==> src/ctm_pkg.sv <==
// Purpose: Shared constants and field layouts for the compact 10-bit timer control block
// Assumes: Registers sit one per 32-bit Avalon-MM word, data in the low byte
// Notes: Offsets are byte addresses; field positions and the control, compare A and count reset values live here
package ctm_pkg;

	// ****************************************
	// Bus geometry
	// ****************************************
	localparam int ADDR_W = 8;
	localparam int DATA_W = 32;

	// ****************************************
	// Register byte offsets
	// ****************************************
	localparam logic [7:0] OFS_CLOCK_RUN_CTRL = 8'h00;
	localparam logic [7:0] OFS_MODE_OUT_CTRL = 8'h04;
	localparam logic [7:0] OFS_CMP_A_LOW = 8'h08;
	localparam logic [7:0] OFS_CMP_A_HIGH = 8'h0C;
	localparam logic [7:0] OFS_COUNT_LOW = 8'h10;
	localparam logic [7:0] OFS_COUNT_HIGH = 8'h14;
	localparam logic [7:0] OFS_EVENT_FLAGS = 8'h18;

	// ****************************************
	// Field layouts
	// ****************************************
	typedef struct packed {
		logic count_pause;
		logic [2:0] count_clock_select;
		logic counter_on;
		logic [2:0] period_match_bits;
	} clock_run_ctrl_t;

	typedef struct packed {
		logic [1:0] operating_mode_select;
		logic [1:0] output_function_select;
		logic output_initial_level;
		logic output_invert;
		logic period_duty_swap;
		logic clear_source_select;
	} mode_out_ctrl_t;

	typedef struct packed {
		logic period_match_flag;
		logic compare_a_flag;
	} event_flags_t;

	// ****************************************
	// Reset values
	// ****************************************
	localparam logic [7:0] RST_CLOCK_RUN_CTRL = 8'h00;
	localparam logic [7:0] RST_MODE_OUT_CTRL = 8'h00;
	localparam logic [9:0] RST_CMP_A = 10'h000;
	localparam logic [9:0] RST_COUNT = 10'h000;

	// ****************************************
	// Encodings
	// ****************************************
	localparam logic [2:0] CK_SYS_DIV4 = 3'h0;
	localparam logic [2:0] CK_SYS = 3'h1;
	localparam logic [2:0] CK_HIGH_DIV16 = 3'h2;
	localparam logic [2:0] CK_HIGH_DIV64 = 3'h3;
	localparam logic [2:0] CK_SUB = 3'h4;
	localparam logic [2:0] CK_RESERVED = 3'h5;
	localparam logic [2:0] CK_PIN_RISE = 3'h6;
	localparam logic [2:0] CK_PIN_FALL = 3'h7;

	localparam logic [1:0] MODE_COMPARE = 2'h0;
	localparam logic [1:0] MODE_UNDEF = 2'h1;
	localparam logic [1:0] MODE_PWM = 2'h2;
	localparam logic [1:0] MODE_TIMER = 2'h3;

	localparam logic [1:0] IO_NONE = 2'h0;
	localparam logic [1:0] IO_LOW = 2'h1;
	localparam logic [1:0] IO_HIGH = 2'h2;
	localparam logic [1:0] IO_TOGGLE = 2'h3;

	// ****************************************
	// Counts
	// ****************************************
	localparam logic [1:0] SYS_DIV4_LAST = 2'h3;
	localparam logic [3:0] HIGH_DIV16_LAST = 4'hF;
	localparam logic [5:0] HIGH_DIV64_LAST = 6'h3F;
	localparam logic [9:0] COUNT_MAX = 10'h3FF;
	localparam logic [10:0] FULL_PERIOD = 11'h400;

endpackage : ctm_pkg
==> src/compact_timer_control.sv <==
// Purpose: Compact 10-bit up-counting timer with compare A, 3-bit period compare and PWM
// Assumes: All inputs synchronous to i_clk_sys; high and sub clocks arrive as one-cycle ticks
// Notes: Avalon-MM slave, each access answered with exactly one low-waitrequest cycle
//
// Functional notes
// (RL1) Pause freezes counter at its value, module stays powered; clearing resumes.
// (RL2) Clock select: sys/4, sys, high/16, high/64, sub, reserved, pin rise, pin fall.
// (RL3) Reserved clock code gives no count clock; counter does not advance.
// (RL4) Counter-on rising clears counter; falling stops and holds the value.
// (RL5) Compare mode: counter-on rising returns the output to the initial level.
// (RL6) Period value compares counter bits 9..7; steps of 128; zero means 1024.
// (RL7) Clear source zero: clear on period match, or overflow when period is zero.
// (RL8) Clear source one: clear when counter matches the 10-bit compare A value.
// (RL9) Mode field: compare output, undefined, PWM, timer/counter.
// (RL10) Software switches off before changing mode; timer mode leaves output unused.
// (RL11) Compare mode on A match: no change, low, high or toggle.
// (RL12) PWM output function: forced inactive, forced active, waveform, undefined.
// (RL13) Compare match requesting the level already present shows no change.
// (RL14) Software changes PWM output function only while switched off.
// (RL15) Initial level bit: start level in compare, active level in PWM, unused in timer.
// (RL16) Invert bit inverts both output pins; ignored in timer mode.
// (RL17) Swap bit: period value sets period and A sets duty, or reversed.
// (RL18) PWM mode ignores the clear source bit.
// (RL19) Compare A split low byte 7..0, high byte 9..8; spare bits read zero.
// (RL20) Low byte write goes to a buffer, committed when the high byte is written.
// (RL21) Compare mode, clear source zero: both A flag and period flag are raised.
// (RL22) PWM duty at or above the period gives full duty.
// (RL23) Running counter increments per count clock event and wraps 1023 to zero.
//
// Register access over Avalon-MM and the address map were left to the implementer.
`timescale 1ns/100ps
module compact_timer_control (
	// Clock and reset
	input wire logic i_clk_sys,
	input wire logic i_rst_b,
	// Avalon-MM slave
	input wire logic [ctm_pkg::ADDR_W-1:0] i_avs_address,
	input wire logic i_avs_read,
	input wire logic i_avs_write,
	input wire logic [ctm_pkg::DATA_W-1:0] i_avs_writedata,
	input wire logic [3:0] i_avs_byteenable,
	output logic [ctm_pkg::DATA_W-1:0] o_avs_readdata,
	output logic o_avs_waitrequest,
	// Count clock sources
	input wire logic i_high_clock_tick,
	input wire logic i_sub_clock_tick,
	input wire logic i_external_count_pin,
	// Timer outputs
	output logic o_timer_output_pin_0,
	output logic o_timer_output_pin_1
);
	import ctm_pkg::*;

	// ****************************************
	// State
	// ****************************************
	clock_run_ctrl_t c0_ff, nxt_c0;
	mode_out_ctrl_t c1_ff, nxt_c1;
	event_flags_t flags_ff, nxt_flags;
	logic [9:0] cmp_a_ff, nxt_cmp_a;
	logic [7:0] low_buf_ff, nxt_low_buf;
	logic [7:0] cnt_buf_ff, nxt_cnt_buf;
	logic [9:0] count_ff, nxt_count;
	logic on_prev_ff, nxt_on_prev;
	logic level_ff, nxt_level;
	logic pin_ff, nxt_pin;
	logic wait_ff, nxt_wait;
	logic [31:0] rdata_ff, nxt_rdata;
	logic [1:0] sys_div_ff, nxt_sys_div;
	logic [5:0] high_div_ff, nxt_high_div;
	logic ext_prev_ff, nxt_ext_prev;

	// ****************************************
	// Combinational helpers
	// ****************************************
	logic wr_do, rd_do, rd_start, lane0;
	logic on_rise, running, tick;
	logic [10:0] inc11, period11, duty11;
	logic [9:0] cnt_inc;
	logic is_pwm, ovf, a_hit, p_hit, clr, pwm_wave, pwm_level;
	logic per_hit, duty_hit;

	// ****************************************
	// Bus slave
	// ****************************************
	always_comb begin
		// Answer one cycle after the request is seen, so read data is a flop
		rd_start = i_avs_read && wait_ff;
		rd_do = i_avs_read && !wait_ff;
		wr_do = i_avs_write && !wait_ff;
		lane0 = i_avs_byteenable[0];
		nxt_wait = 1'b1;
		if ((i_avs_read || i_avs_write) && wait_ff) begin
			nxt_wait = 1'b0;
		end
		nxt_rdata = rdata_ff;
		if (rd_start) begin
			nxt_rdata = 32'h0000_0000;
			unique case (i_avs_address)
				OFS_CLOCK_RUN_CTRL: nxt_rdata[7:0] = c0_ff;
				OFS_MODE_OUT_CTRL: nxt_rdata[7:0] = c1_ff;
				OFS_CMP_A_LOW: nxt_rdata[7:0] = low_buf_ff;
				OFS_CMP_A_HIGH: nxt_rdata[1:0] = cmp_a_ff[9:8]; // see (RL19)
				OFS_COUNT_LOW: nxt_rdata[7:0] = cnt_buf_ff;
				OFS_COUNT_HIGH: nxt_rdata[1:0] = count_ff[9:8];
				OFS_EVENT_FLAGS: nxt_rdata[1:0] = flags_ff;
				default: nxt_rdata = 32'h0000_0000;
			endcase
		end
	end

	// ****************************************
	// Registers and buffers
	// ****************************************
	always_comb begin
		nxt_c0 = c0_ff;
		nxt_c1 = c1_ff;
		nxt_cmp_a = cmp_a_ff;
		nxt_low_buf = low_buf_ff;
		nxt_cnt_buf = cnt_buf_ff;
		if (wr_do && lane0) begin
			unique case (i_avs_address)
				OFS_CLOCK_RUN_CTRL: nxt_c0 = i_avs_writedata[7:0];
				OFS_MODE_OUT_CTRL: nxt_c1 = i_avs_writedata[7:0];
				OFS_CMP_A_LOW: nxt_low_buf = i_avs_writedata[7:0]; // see (RL20)
				OFS_CMP_A_HIGH: nxt_cmp_a = {i_avs_writedata[1:0], low_buf_ff}; // see (RL20)
				default: nxt_c0 = c0_ff;
			endcase
		end
		// High-byte reads latch the low byte one cycle after the high bits are sampled, for the following low read
		if (rd_do && i_avs_address == OFS_CMP_A_HIGH) begin
			nxt_low_buf = cmp_a_ff[7:0];
		end
		if (rd_do && i_avs_address == OFS_COUNT_HIGH) begin
			nxt_cnt_buf = count_ff[7:0];
		end
	end

	// ****************************************
	// Count clock selection
	// ****************************************
	always_comb begin
		nxt_sys_div = sys_div_ff + 2'h1;
		nxt_high_div = high_div_ff;
		if (i_high_clock_tick) begin
			nxt_high_div = high_div_ff + 6'h01;
		end
		nxt_ext_prev = i_external_count_pin;
		unique case (c0_ff.count_clock_select) // see (RL2)
			CK_SYS_DIV4: tick = sys_div_ff == SYS_DIV4_LAST;
			CK_SYS: tick = 1'b1;
			CK_HIGH_DIV16: tick = i_high_clock_tick && high_div_ff[3:0] == HIGH_DIV16_LAST;
			CK_HIGH_DIV64: tick = i_high_clock_tick && high_div_ff == HIGH_DIV64_LAST;
			CK_SUB: tick = i_sub_clock_tick;
			CK_RESERVED: tick = 1'b0; // see (RL3)
			CK_PIN_RISE: tick = i_external_count_pin && !ext_prev_ff;
			CK_PIN_FALL: tick = !i_external_count_pin && ext_prev_ff;
		endcase
	end

	// ****************************************
	// Counter, comparators and flags
	// ****************************************
	always_comb begin
		nxt_on_prev = c0_ff.counter_on;
		on_rise = c0_ff.counter_on && !on_prev_ff;
		running = c0_ff.counter_on && !c0_ff.count_pause && tick; // see (RL1)
		is_pwm = c1_ff.operating_mode_select == MODE_PWM; // see (RL9)
		inc11 = {1'b0, count_ff} + 11'h001;
		cnt_inc = inc11[9:0]; // see (RL23)
		ovf = count_ff == COUNT_MAX;
		// Period compare matches bits 9..7 when bits 6..0 are zero; a zero value stands for overflow
		if (c0_ff.period_match_bits == 3'h0) begin
			p_hit = ovf; // see (RL6)
		end else begin
			p_hit = cnt_inc[9:7] == c0_ff.period_match_bits && cnt_inc[6:0] == 7'h00; // see (RL6)
		end
		a_hit = cmp_a_ff != 10'h000 && cnt_inc == cmp_a_ff;
		// PWM roles, 11 bits so that a full 1024 period compares cleanly
		if (c1_ff.period_duty_swap) begin // see (RL17)
			period11 = (cmp_a_ff == 10'h000) ? FULL_PERIOD : {1'b0, cmp_a_ff};
			duty11 = (c0_ff.period_match_bits == 3'h0) ? FULL_PERIOD :
				{1'b0, c0_ff.period_match_bits, 7'h00};
		end else begin
			period11 = (c0_ff.period_match_bits == 3'h0) ? FULL_PERIOD :
				{1'b0, c0_ff.period_match_bits, 7'h00};
			duty11 = {1'b0, cmp_a_ff};
		end
		per_hit = inc11 == period11;
		duty_hit = inc11 == duty11;
		if (is_pwm) begin
			clr = per_hit; // see (RL18)
		end else if (c1_ff.clear_source_select) begin
			clr = a_hit; // see (RL8)
		end else begin
			clr = p_hit; // see (RL7)
		end
		nxt_count = count_ff;
		if (on_rise) begin
			nxt_count = RST_COUNT; // see (RL4)
		end else if (running) begin
			nxt_count = clr ? RST_COUNT : cnt_inc;
		end
		// Set wins over a clear in the same cycle
		nxt_flags = flags_ff;
		if (wr_do && lane0 && i_avs_address == OFS_EVENT_FLAGS) begin
			nxt_flags = flags_ff & ~event_flags_t'(i_avs_writedata[1:0]);
		end
		if (running && !on_rise) begin
			if (is_pwm) begin
				if (c1_ff.period_duty_swap ? per_hit : duty_hit) begin
					nxt_flags.compare_a_flag = 1'b1;
				end
				if (c1_ff.period_duty_swap ? duty_hit : per_hit) begin
					nxt_flags.period_match_flag = 1'b1;
				end
			end else begin
				if (a_hit) begin
					nxt_flags.compare_a_flag = 1'b1; // see (RL21)
				end
				if (p_hit && !c1_ff.clear_source_select) begin
					nxt_flags.period_match_flag = 1'b1; // see (RL21)
				end
			end
		end
	end

	// ****************************************
	// Output level
	// ****************************************
	always_comb begin
		// Duty at or above period keeps the count below duty all the time
		pwm_wave = {1'b0, count_ff} < duty11; // see (RL22)
		unique case (c1_ff.output_function_select) // see (RL12)
			IO_NONE: pwm_level = !c1_ff.output_initial_level;
			IO_LOW: pwm_level = c1_ff.output_initial_level;
			IO_HIGH: pwm_level = pwm_wave ? c1_ff.output_initial_level :
				!c1_ff.output_initial_level; // see (RL15)
			IO_TOGGLE: pwm_level = !c1_ff.output_initial_level;
		endcase
		nxt_level = level_ff;
		if (is_pwm) begin
			nxt_level = pwm_level;
		end else if (c1_ff.operating_mode_select == MODE_COMPARE) begin
			if (on_rise) begin
				nxt_level = c1_ff.output_initial_level; // see (RL5)
			end else if (running && a_hit) begin
				unique case (c1_ff.output_function_select) // see (RL11)
					IO_NONE: nxt_level = level_ff;
					IO_LOW: nxt_level = 1'b0; // see (RL13)
					IO_HIGH: nxt_level = 1'b1; // see (RL13)
					IO_TOGGLE: nxt_level = !level_ff;
				endcase
			end
		end
		// Timer mode leaves the pin unused and ignores inversion
		if (c1_ff.operating_mode_select == MODE_TIMER ||
			c1_ff.operating_mode_select == MODE_UNDEF) begin
			nxt_pin = 1'b0; // see (RL10)
		end else begin
			nxt_pin = level_ff ^ c1_ff.output_invert; // see (RL16)
		end
	end

	// ****************************************
	// Flip-flops
	// ****************************************
	always_ff @(posedge i_clk_sys or negedge i_rst_b) begin
		if (!i_rst_b) begin
			c0_ff <= RST_CLOCK_RUN_CTRL;
			c1_ff <= RST_MODE_OUT_CTRL;
			flags_ff <= 2'h0;
			cmp_a_ff <= RST_CMP_A;
			low_buf_ff <= 8'h00;
			cnt_buf_ff <= 8'h00;
			count_ff <= RST_COUNT;
			on_prev_ff <= 1'b0;
			level_ff <= 1'b0;
			pin_ff <= 1'b0;
			wait_ff <= 1'b1;
			rdata_ff <= 32'h0000_0000;
			sys_div_ff <= 2'h0;
			high_div_ff <= 6'h00;
			ext_prev_ff <= 1'b0;
		end else begin
			c0_ff <= nxt_c0;
			c1_ff <= nxt_c1;
			flags_ff <= nxt_flags;
			cmp_a_ff <= nxt_cmp_a;
			low_buf_ff <= nxt_low_buf;
			cnt_buf_ff <= nxt_cnt_buf;
			count_ff <= nxt_count;
			on_prev_ff <= nxt_on_prev;
			level_ff <= nxt_level;
			pin_ff <= nxt_pin;
			wait_ff <= nxt_wait;
			rdata_ff <= nxt_rdata;
			sys_div_ff <= nxt_sys_div;
			high_div_ff <= nxt_high_div;
			ext_prev_ff <= nxt_ext_prev;
		end
	end

	// Both pins carry the same signal; any pin-side inverse is outside this block
	assign o_timer_output_pin_0 = pin_ff;
	assign o_timer_output_pin_1 = pin_ff;
	assign o_avs_readdata = rdata_ff;
	assign o_avs_waitrequest = wait_ff;

	// ****************************************
	// Assertions
	// ****************************************
	AST_PAUSE_HOLDS: assert property (@(posedge i_clk_sys) disable iff (!i_rst_b) // see (RL1)
		(c0_ff.count_pause && on_prev_ff && c0_ff.counter_on) |=> count_ff == $past(count_ff))
		else $error("Counter moved while paused");
	AST_RESERVED_STILL: assert property (@(posedge i_clk_sys) disable iff (!i_rst_b) // see (RL3)
		(c0_ff.count_clock_select == CK_RESERVED && !on_rise) |=> $stable(count_ff))
		else $error("Counter moved with reserved clock");
	AST_SYS_ADVANCE: assert property (@(posedge i_clk_sys) disable iff (!i_rst_b) // see (RL2)
		(c0_ff.count_clock_select == CK_SYS && c0_ff.counter_on && on_prev_ff &&
		!c0_ff.count_pause && !clr) |=> count_ff == $past(count_ff) + 10'h001)
		else $error("Counter did not advance on system clock");
	AST_ON_RISE_CLEAR: assert property (@(posedge i_clk_sys) disable iff (!i_rst_b) // see (RL4)
		$rose(c0_ff.counter_on) |=> count_ff == RST_COUNT)
		else $error("Counter not cleared on switch on");
	AST_OFF_HOLDS: assert property (@(posedge i_clk_sys) disable iff (!i_rst_b) // see (RL4)
		(!c0_ff.counter_on) [*2] |-> $stable(count_ff))
		else $error("Counter moved while off");
	AST_INIT_LEVEL: assert property (@(posedge i_clk_sys) disable iff (!i_rst_b) // see (RL5)
		(on_rise && c1_ff.operating_mode_select == MODE_COMPARE && $stable(c1_ff))
		|=> level_ff == $past(c1_ff.output_initial_level))
		else $error("Output not at initial level after switch on");
	AST_A_CLEAR: assert property (@(posedge i_clk_sys) disable iff (!i_rst_b) // see (RL8)
		(running && !on_rise && !is_pwm && c1_ff.clear_source_select && a_hit)
		|=> count_ff == RST_COUNT ##0 flags_ff.compare_a_flag)
		else $error("Compare A match did not clear counter");
	AST_P_FLAG: assert property (@(posedge i_clk_sys) disable iff (!i_rst_b) // see (RL21)
		(running && !on_rise && !is_pwm && !c1_ff.clear_source_select && p_hit)
		|=> flags_ff.period_match_flag && count_ff == RST_COUNT)
		else $error("Period match did not clear and flag");
	AST_FULL_DUTY: assert property (@(posedge i_clk_sys) disable iff (!i_rst_b) // see (RL22)
		(is_pwm && c1_ff.output_function_select == IO_HIGH && duty11 >= period11 &&
		$stable(c1_ff) && $stable(c0_ff)) |=> level_ff == $past(c1_ff.output_initial_level))
		else $error("Full duty not held");
	AST_HIGH_READ: assert property (@(posedge i_clk_sys) disable iff (!i_rst_b) // see (RL19)
		(rd_start && i_avs_address == OFS_CMP_A_HIGH) |=> o_avs_readdata[31:2] == 30'h0
		&& !o_avs_waitrequest)
		else $error("High byte spare bits not zero");
	// Pins lag the internal level by one edge, so pin checks look one edge ahead
	AST_TIMER_PIN_LOW: assert property (@(posedge i_clk_sys) disable iff (!i_rst_b) // see (RL15)
		(c1_ff.operating_mode_select == MODE_TIMER)
		|=> !o_timer_output_pin_0 && !o_timer_output_pin_1)
		else $error("Output pin driven in timer mode");
	AST_UNDEF_PIN_LOW: assert property (@(posedge i_clk_sys) disable iff (!i_rst_b) // see (RL9)
		(c1_ff.operating_mode_select == MODE_UNDEF)
		|=> !o_timer_output_pin_0 && !o_timer_output_pin_1)
		else $error("Output pin driven in undefined mode");
	AST_PWM_NO_A_CLEAR: assert property (@(posedge i_clk_sys) disable iff (!i_rst_b) // see (RL18)
		(running && !on_rise && is_pwm && !per_hit) |=> count_ff == $past(cnt_inc))
		else $error("PWM counter cleared outside a period match");
	AST_A_FLAG_SET: assert property (@(posedge i_clk_sys) disable iff (!i_rst_b) // see (RL21)
		(running && !on_rise && !is_pwm && !c1_ff.clear_source_select && a_hit)
		|=> flags_ff.compare_a_flag)
		else $error("Compare A flag not raised with period clearing");
	COV_CMP_TOGGLE: cover property (@(posedge i_clk_sys) disable iff (!i_rst_b)
		running && a_hit && c1_ff.output_function_select == IO_TOGGLE);
	COV_PWM_PERIOD: cover property (@(posedge i_clk_sys) disable iff (!i_rst_b)
		running && is_pwm && per_hit);
	COV_OVERFLOW: cover property (@(posedge i_clk_sys) disable iff (!i_rst_b)
		running && ovf);
	COV_PIN_EDGE: cover property (@(posedge i_clk_sys) disable iff (!i_rst_b)
		running && c0_ff.count_clock_select == CK_PIN_FALL);
	COV_FULL_DUTY: cover property (@(posedge i_clk_sys) disable iff (!i_rst_b)
		running && is_pwm && duty11 >= period11);

endmodule : compact_timer_control

==> config.mk <==
export PLATFORM = sky130hd
export DESIGN_NAME = compact_timer_control
export DESIGN_NICKNAME = d
export VERILOG_FILES = /design/src/ctm_pkg.sv /design/src/compact_timer_control.sv
export SDC_FILE = /design/constraint.sdc
export NUM_CORES = 1
export LEC_CHECK = 0
export ABC_CLOCK_PERIOD_IN_PS = 3900
export CORE_ASPECT_RATIO = 1.75
export CORE_MARGIN = 5
export CORE_UTILIZATION = 60
export DETAILED_ROUTE_END_ITERATION = 12
export DONT_BUFFER_PORTS = 1
export GPL_TIMING_DRIVEN = 0
export PLACE_DENSITY = 0.82
export SYNTH_ARGS = -nofsm -noshare
export SYNTH_HDL_FRONTEND = slang
export SYNTH_SLANG_ARGS = --single-unit
==> constraint.sdc <==
create_clock -name i_clk_sys -period 3.9 [get_ports i_clk_sys]
set_clock_uncertainty 0.15 [all_clocks]
set_input_delay 0.195 -clock i_clk_sys [delete_from_list [all_inputs] [get_ports i_clk_sys]]
set_output_delay 0.195 -clock i_clk_sys [all_outputs]
set_load 0.01 [all_outputs]
-- Yosys cells after proc, flatten, opt, wreduce, memory -nomap -nowiden
Index checks and enable logic that the tools add are counted.
Widths: inputs -> output; s select.
- register bits: 75
- input bits: 51
- output and inout port bits: 35
- word-level logic and storage cells: 143
- add/subtract/negate cells: 3
- $lt $le $gt $ge: 1
- eq/ne operators: 28
- mux-type cells: 34
- bitwise logic cells: 3
- reductions and logical operators: 50
- operators by type and width (cell ; number):
    $mux 11 ; 4
    $mux 10 ; 3
    $eq 8x5->1 const B ; 3
    $mux 8 ; 3
    $pmux 6 s4 ; 1
    $eq 11x11->1 ; 2
    $logic_and 1x1->1 ; 20
    $eq 8x4->1 const B ; 2
    $mux 1 ; 16
    $pmux 2 s7 ; 1
    $eq 3x3->1 const B ; 4
    $add 10x1->11 const B ; 1
    $lt 10x11->1 ; 1
    $eq 10x10->1 ; 1
    $eq 10x10->1 const B ; 1
    $eq 2x2->1 const B ; 5
    $logic_not 10->1 ; 1
    $reduce_bool 10->1 ; 1
    $logic_not 1->1 ; 9
    $eq 8x3->1 const B ; 1
    $logic_not 8->1 ; 1
    $pmux 1 s8 ; 1
    $reduce_and 2->1 ; 4
    $reduce_bool 2->1 ; 4
    21 further kinds ; 29

-- Longest topological paths before layout
- depth in word-level cells: 9
- depth in mapped cells: 12
- gate-level depth less buffers: 10

-- Least setup slack after synthesis
No wires, ideal clock.
- path type: register -> register
- from: register cmp_a_ff[7]
- to: register count_ff[0]
- library setup time: 0.125 ns
- arrival: 2.937 ns
- required time: 3.625 ns
- setup slack: 0.688 ns
- cell stages (with the launch flop): 9
- path buffers: 1
- clock period less this slack: 3.212 ns
- path through: dfrtp_1 > buf_6 > or4_4 > or3_1 > o21a_1 > or4_4 > a2111oi_4 > nor3_2 > mux2_2
- word-level cells in the longest chain between the ends: 8
- elaborated cells on any way between the ends: 12
- those cells by class: eq/ne (2); mux (7); reduce/logical (3)
- ends and longest elaborated chain (what ; line ; text):
    start: declaration ; compact_timer_control.sv:60 ; logic [9:0] cmp_a_ff, nxt_cmp_a;
    start signal: assignment ; compact_timer_control.sv:289 ; cmp_a_ff <= nxt_cmp_a;
    $logic_not 10->1 ; compact_timer_control.sv:181 ; period11 = (cmp_a_ff == 10'h000) ? FULL_PERIOD : {1'b0, cmp_a_ff};
    $mux 11 ; compact_timer_control.sv:181 ;
    $mux 11 ; compact_timer_control.sv:180 ; if (c1_ff.period_duty_swap) begin
    $eq 11x11->1 ; compact_timer_control.sv:189 ; per_hit = inc11 == period11;
    $mux 1 (*) ; compact_timer_control.sv:191 ; if (is_pwm) begin
    $mux 10 (*) ; compact_timer_control.sv:202 ; nxt_count = clr ? RST_COUNT : cnt_inc;
    $mux 10 (*) ; compact_timer_control.sv:201 ; end else if (running) begin
    $mux 10 (*) ; compact_timer_control.sv:199 ; if (on_rise) begin
    end signal: assignment ; compact_timer_control.sv:292 ; count_ff <= nxt_count;
    end: declaration ; compact_timer_control.sv:63 ; logic [9:0] count_ff, nxt_count;
Mark *: on every way between the ends. The rest lies on a longest branch, timed or not. The select of a mux whose other input is x is not followed.
A chain may end at the register's enable or synchronous reset.

-- Worst setup path after layout
- from: register count_ff[1]
- to: register count_ff[0]
- word-level cells in the longest chain between the ends: 9
- elaborated cells on any way between the ends: 14
- those cells by class: add/sub (1); eq/ne (4); mux (6); reduce/logical (3)
- ends and longest elaborated chain (what ; line ; text):
    $add 10x1->11 ; compact_timer_control.sv:169 ; inc11 = {1'b0, count_ff} + 11'h001;
    $logic_not 7->1 / $eq 3x3->1 (equally long branches) ; compact_timer_control.sv:176 ; p_hit = cnt_inc[9:7] == c0_ff.period_match_bits && cnt_inc[6:0] == 7'h00;
    $logic_and 1x1->1 ; compact_timer_control.sv:176 ;
    $mux 1 ; compact_timer_control.sv:173 ; if (c0_ff.period_match_bits == 3'h0) begin
    $mux 1 ; compact_timer_control.sv:193 ; end else if (c1_ff.clear_source_select) begin
    $mux 1 (*) ; compact_timer_control.sv:191 ;
    $mux 10 (*) ; compact_timer_control.sv:202 ;
    $mux 10 (*) ; compact_timer_control.sv:201 ;
    $mux 10 (*) ; compact_timer_control.sv:199 ;
Marks and branches as above.

==> flow_metrics.env <==
export IMPL_dieWidth_um=81.3
export IMPL_first_pass_iters=7
export IMPL_dieArea_mm2=0.0110
export IMPL_yosys_warns=0
export IMPL_starting_density=0.616
export IMPL_totalWireLength_um=17100
export IMPL_routed_wire_length_per_instance_um=23.4
export IMPL_leading_cell_types_in_the_layout_fill_and_taps_excluded="sky130_fd_sc_hd__dfrtp_1 (74), sky130_fd_sc_hd__nand2_1 (46), sky130_fd_sc_hd__mux2_2 (32)"
export IMPL_layout_cell_share_with_drive_strength_beyond_1=0.157
export IMPL_clock_root_buffer="sky130_fd_sc_hd__clkbuf_16"
export IMPL_muxShareOfSynthArea=0.104
export IMPL_cts_path_max_buffers=2
export IMPL_primary_flip_flop_cell_chosen_by_synthesis_mapping="sky130_fd_sc_hd__dfrtp_1"
export IMPL_fmax_ghz=0.265
export IMPL_setup_viol=0
export IMPL_htree_num_levels=3
export IMPL_remaining_drc_errors=0
export IMPL_reg2reg_to="count_ff[0]"
export IMPL_rsz0062_at_grt="no"
export IMPL_layout_commonest_cell="sky130_fd_sc_hd__dfrtp_1"
export IMPL_port_buffers=0
export IMPL_vias_per_cell=6.61
export IMPL_post_synth_num_cell_types=64
export IMPL_antenna_cells=0
export IMPL_critPathKind="reg -> reg"
export IMPL_worst_slew_pin_slew_ns=1.39
export IMPL_overflow=0
export IMPL_clk_latency_ns=0.34
export IMPL_cts_clk_slew_worst_paths_ns=0.06
export IMPL_post_route_min_period_ns=3.77
export IMPL_synth_compound_gate_area_share=0.168
export IMPL_fp_row_count=45
export IMPL_stdcell_area_mm2=0.00612
export IMPL_grt_first_pass_wirelength_um=26500
export IMPL_timing_rr_start="count_ff[1]"
export IMPL_slew_limit_headroom=0.0681
export IMPL_globalRouteTotalUtil=0.327
export IMPL_tritoncts="done"
export IMPL_first_global_vias=4868
export IMPL_final_nets=678
export IMPL_worst_vdd_drop_mv=0.348
export IMPL_cp_data_arrival_time_ns=3.85
export IMPL_cts_buffers_inserted=9
export IMPL_post_synth_fa_ha_maj_area_fraction=0.0440
export IMPL_fin_crit_sh=0.968
export IMPL_synthesis_instances=558
export IMPL_ff2ff_path_depth=9
export IMPL_whs_endpoint="low_buf_ff[1]"
export IMPL_synthesis_area_mm2=0.00534
export IMPL_outcome="finished clean"
export IMPL_vias=4827
export IMPL_slew_viol_final=0
export IMPL_gpl_wtd_cong=1.01
export IMPL_final_antenna_net_count=0
export IMPL_antenna_found_initial=0
export IMPL_hpwlAfterDp_um=12600
export IMPL_min_path_cells=3
export IMPL_io_pins=86
export IMPL_synth_simple_gate_area_share=0.180
export IMPL_cellPowerDensity_mw_per_mm2=322
export IMPL_placed_cell_area_mm2=0.00558
export IMPL_r2r_setup_slack_ns=0.13
export IMPL_finalCoreUtilization=0.706
export IMPL_grt_start_max_net_pins=76
export IMPL_ys_ff_latch=75
export IMPL_path_max_fanout=10
export IMPL_die_height_um=135
export IMPL_dominant_combinational_cell_family_by_area_after_synthesis="simple AND/OR/NAND/NOR gates"
export IMPL_dr_first_iter_drc_count=425
export IMPL_timing_hold_violations_final=0
export IMPL_worst_setup_path_end_kind="register"
export IMPL_worst_setup_slack_final_ns=0.125
export IMPL_number_of_clock_sinks_seen_by_cts=75
export IMPL_hold_path_class="in -> reg"
export IMPL_worst_setup_path_start_kind="register"
export IMPL_area_growth_syn_to_layout_pct=14.6
export IMPL_post_place_ws_ns=-0.584
export IMPL_fin_setup_tns_ns=0
export IMPL_synth_sequential_area_ratio=0.352
export IMPL_ys_async_sr_fraction=1.00
export IMPL_synth_edf_count=0
export IMPL_core_area_mm2=0.00867
export IMPL_synthXorXnorAreaFrac=0.0783
export IMPL_hold_start="i_avs_address[2]"
export IMPL_worstPathRequired_ns=3.97
export IMPL_maxCapViolations=0
export IMPL_synth_avg_cell_area_um2=9.57
export IMPL_static_leakage_power_uw=0.00265
## cells by family after synthesis
kind of cell,Yosys count
mux,50
simple gates,174
fa+ha+maj,19
compound gates,132
buf+inv,75
flops,75
xor+xnor,32
other cells,1
## worst max-delay path: stages, from the launching register on
cell and delay (ns):
sky130_fd_sc_hd__dfrtp_1 0.41, sky130_fd_sc_hd__clkbuf_1 0.40, sky130_fd_sc_hd__nand3_1 0.38, sky130_fd_sc_hd__xor2_1 0.32
sky130_fd_sc_hd__a2111oi_2 0.66, sky130_fd_sc_hd__nand4b_1 0.35, sky130_fd_sc_hd__a2111oi_4 0.49, sky130_fd_sc_hd__buf_12 0.18
sky130_fd_sc_hd__nor3_2 0.05, sky130_fd_sc_hd__mux2_2 0.26
## final cells by class
cell class / instances / area [µm²]
plain buffers: 56 / 325
clock buffers: 9 / 225
clock inverters: 6 / 90.1
fillers: 695 / 2550
inverters: 19 / 71.3
multi-input cells: 431 / 3180
flip-flops and latches: 75 / 1880
well taps: 117 / 146
repair buffers: 17 / 205
## flip-flops by register name (all words and copies together) (netlist names)
register and flops:
c0_ff 7, c1_ff 8, cmp_a_ff 10, cnt_buf_ff 8, count_ff 10, ext_prev_ff 1
flags_ff 2, high_div_ff 6, level_ff 1, low_buf_ff 8, nxt_on_prev 1, o_avs_readdata 8
o_avs_waitrequest 1, o_timer_output_pin_0 1, on_prev_ff 1, sys_div_ff 2
## per-layer routing
layer  wire length [µm]  track usage  part of all wire  vias to the layer above
li1                   -            -                 -                     2122
met1               5750        0.354              0.34                     2328
met2               8840        0.562              0.52                      284
met3               1020       0.0434             0.060                       93
met4               1490        0.242             0.087                        0
met5                  0            0                 0                        -
## Yosys cell counts, types with 3 or more instances
library cell | n | area share
sky130_fd_sc_hd__o21ai_0 | 30 | 0.028
sky130_fd_sc_hd__ha_1 | 18 | 0.042
sky130_fd_sc_hd__xnor3_1 | 10 | 0.042
sky130_fd_sc_hd__a21o_1 | 9 | 0.013
sky130_fd_sc_hd__buf_1 | 3 | 0.0021
sky130_fd_sc_hd__inv_1 | 19 | 0.013
sky130_fd_sc_hd__and3_1 | 5 | 0.0059
sky130_fd_sc_hd__nor2_1 | 17 | 0.012
sky130_fd_sc_hd__mux2i_1 | 17 | 0.032
sky130_fd_sc_hd__a21boi_0 | 3 | 0.0042
sky130_fd_sc_hd__nand2_1 | 46 | 0.032
sky130_fd_sc_hd__o211ai_1 | 7 | 0.0098
sky130_fd_sc_hd__nand3_1 | 15 | 0.014
sky130_fd_sc_hd__nand2b_1 | 16 | 0.019
sky130_fd_sc_hd__mux2_2 | 32 | 0.067
sky130_fd_sc_hd__nor3b_1 | 3 | 0.0042
sky130_fd_sc_hd__a221oi_1 | 4 | 0.0066
sky130_fd_sc_hd__or3_1 | 5 | 0.0059
sky130_fd_sc_hd__nor4_1 | 19 | 0.022
sky130_fd_sc_hd__nor3_1 | 13 | 0.012
sky130_fd_sc_hd__a22oi_1 | 3 | 0.0042
sky130_fd_sc_hd__dfrtp_1 | 74 | 0.35
sky130_fd_sc_hd__a21oi_1 | 28 | 0.026
sky130_fd_sc_hd__a2111oi_0 | 11 | 0.018
sky130_fd_sc_hd__nand4b_1 | 6 | 0.0098
sky130_fd_sc_hd__nor2b_1 | 8 | 0.0094
sky130_fd_sc_hd__nand4_1 | 7 | 0.0082
sky130_fd_sc_hd__xnor2_1 | 17 | 0.028
sky130_fd_sc_hd__o31ai_1 | 6 | 0.0084
sky130_fd_sc_hd__buf_4 | 25 | 0.035
sky130_fd_sc_hd__a211oi_1 | 7 | 0.0098
sky130_fd_sc_hd__a31oi_1 | 4 | 0.0047
sky130_fd_sc_hd__xor2_1 | 5 | 0.0082
sky130_fd_sc_hd__buf_2 | 3 | 0.0028
sky130_fd_sc_hd__clkbuf_1 | 23 | 0.016
## power breakdown
part	switching (µW)	total (µW)	internal, µW	leakage [µW]
logic	103	193	89.7	0.00152
registers	48.3	872	824	0.000978
clock network	344	903	559	0.000152
## worst max-delay path by stage
stage	start	to	depth (start not counted)
CTS	count_ff[1]	count_ff[0]	8
global route	c1_ff[1]	level_ff	11
finish	count_ff[1]	count_ff[0]	9
global placement	count_ff[0]	count_ff[0]	10
detailed placement	count_ff[1]	count_ff[0]	8
floorplan	cmp_a_ff[7]	count_ff[0]	8
## metrics by stage
stage	std cells	hold WS, ns	total power (µW)
floorplan	581	-0.251	998
global placement	698	-0.249	1030
detailed placement	698	-0.249	1040
CTS	728	0.0902	1960
global route	730	0.115	2030
finish	730	0.0991	1970
## repair_timing
action,4_1_cts,5_1_grt
gates resized for setup,4,4
hold buffers,14,0
hold endpoints to repair,110,0
pin swaps,1,2
setup buffers,1,2
endpoints found under the setup margin,12,10
No activity file was read; power rests on OpenSTA's default activity.
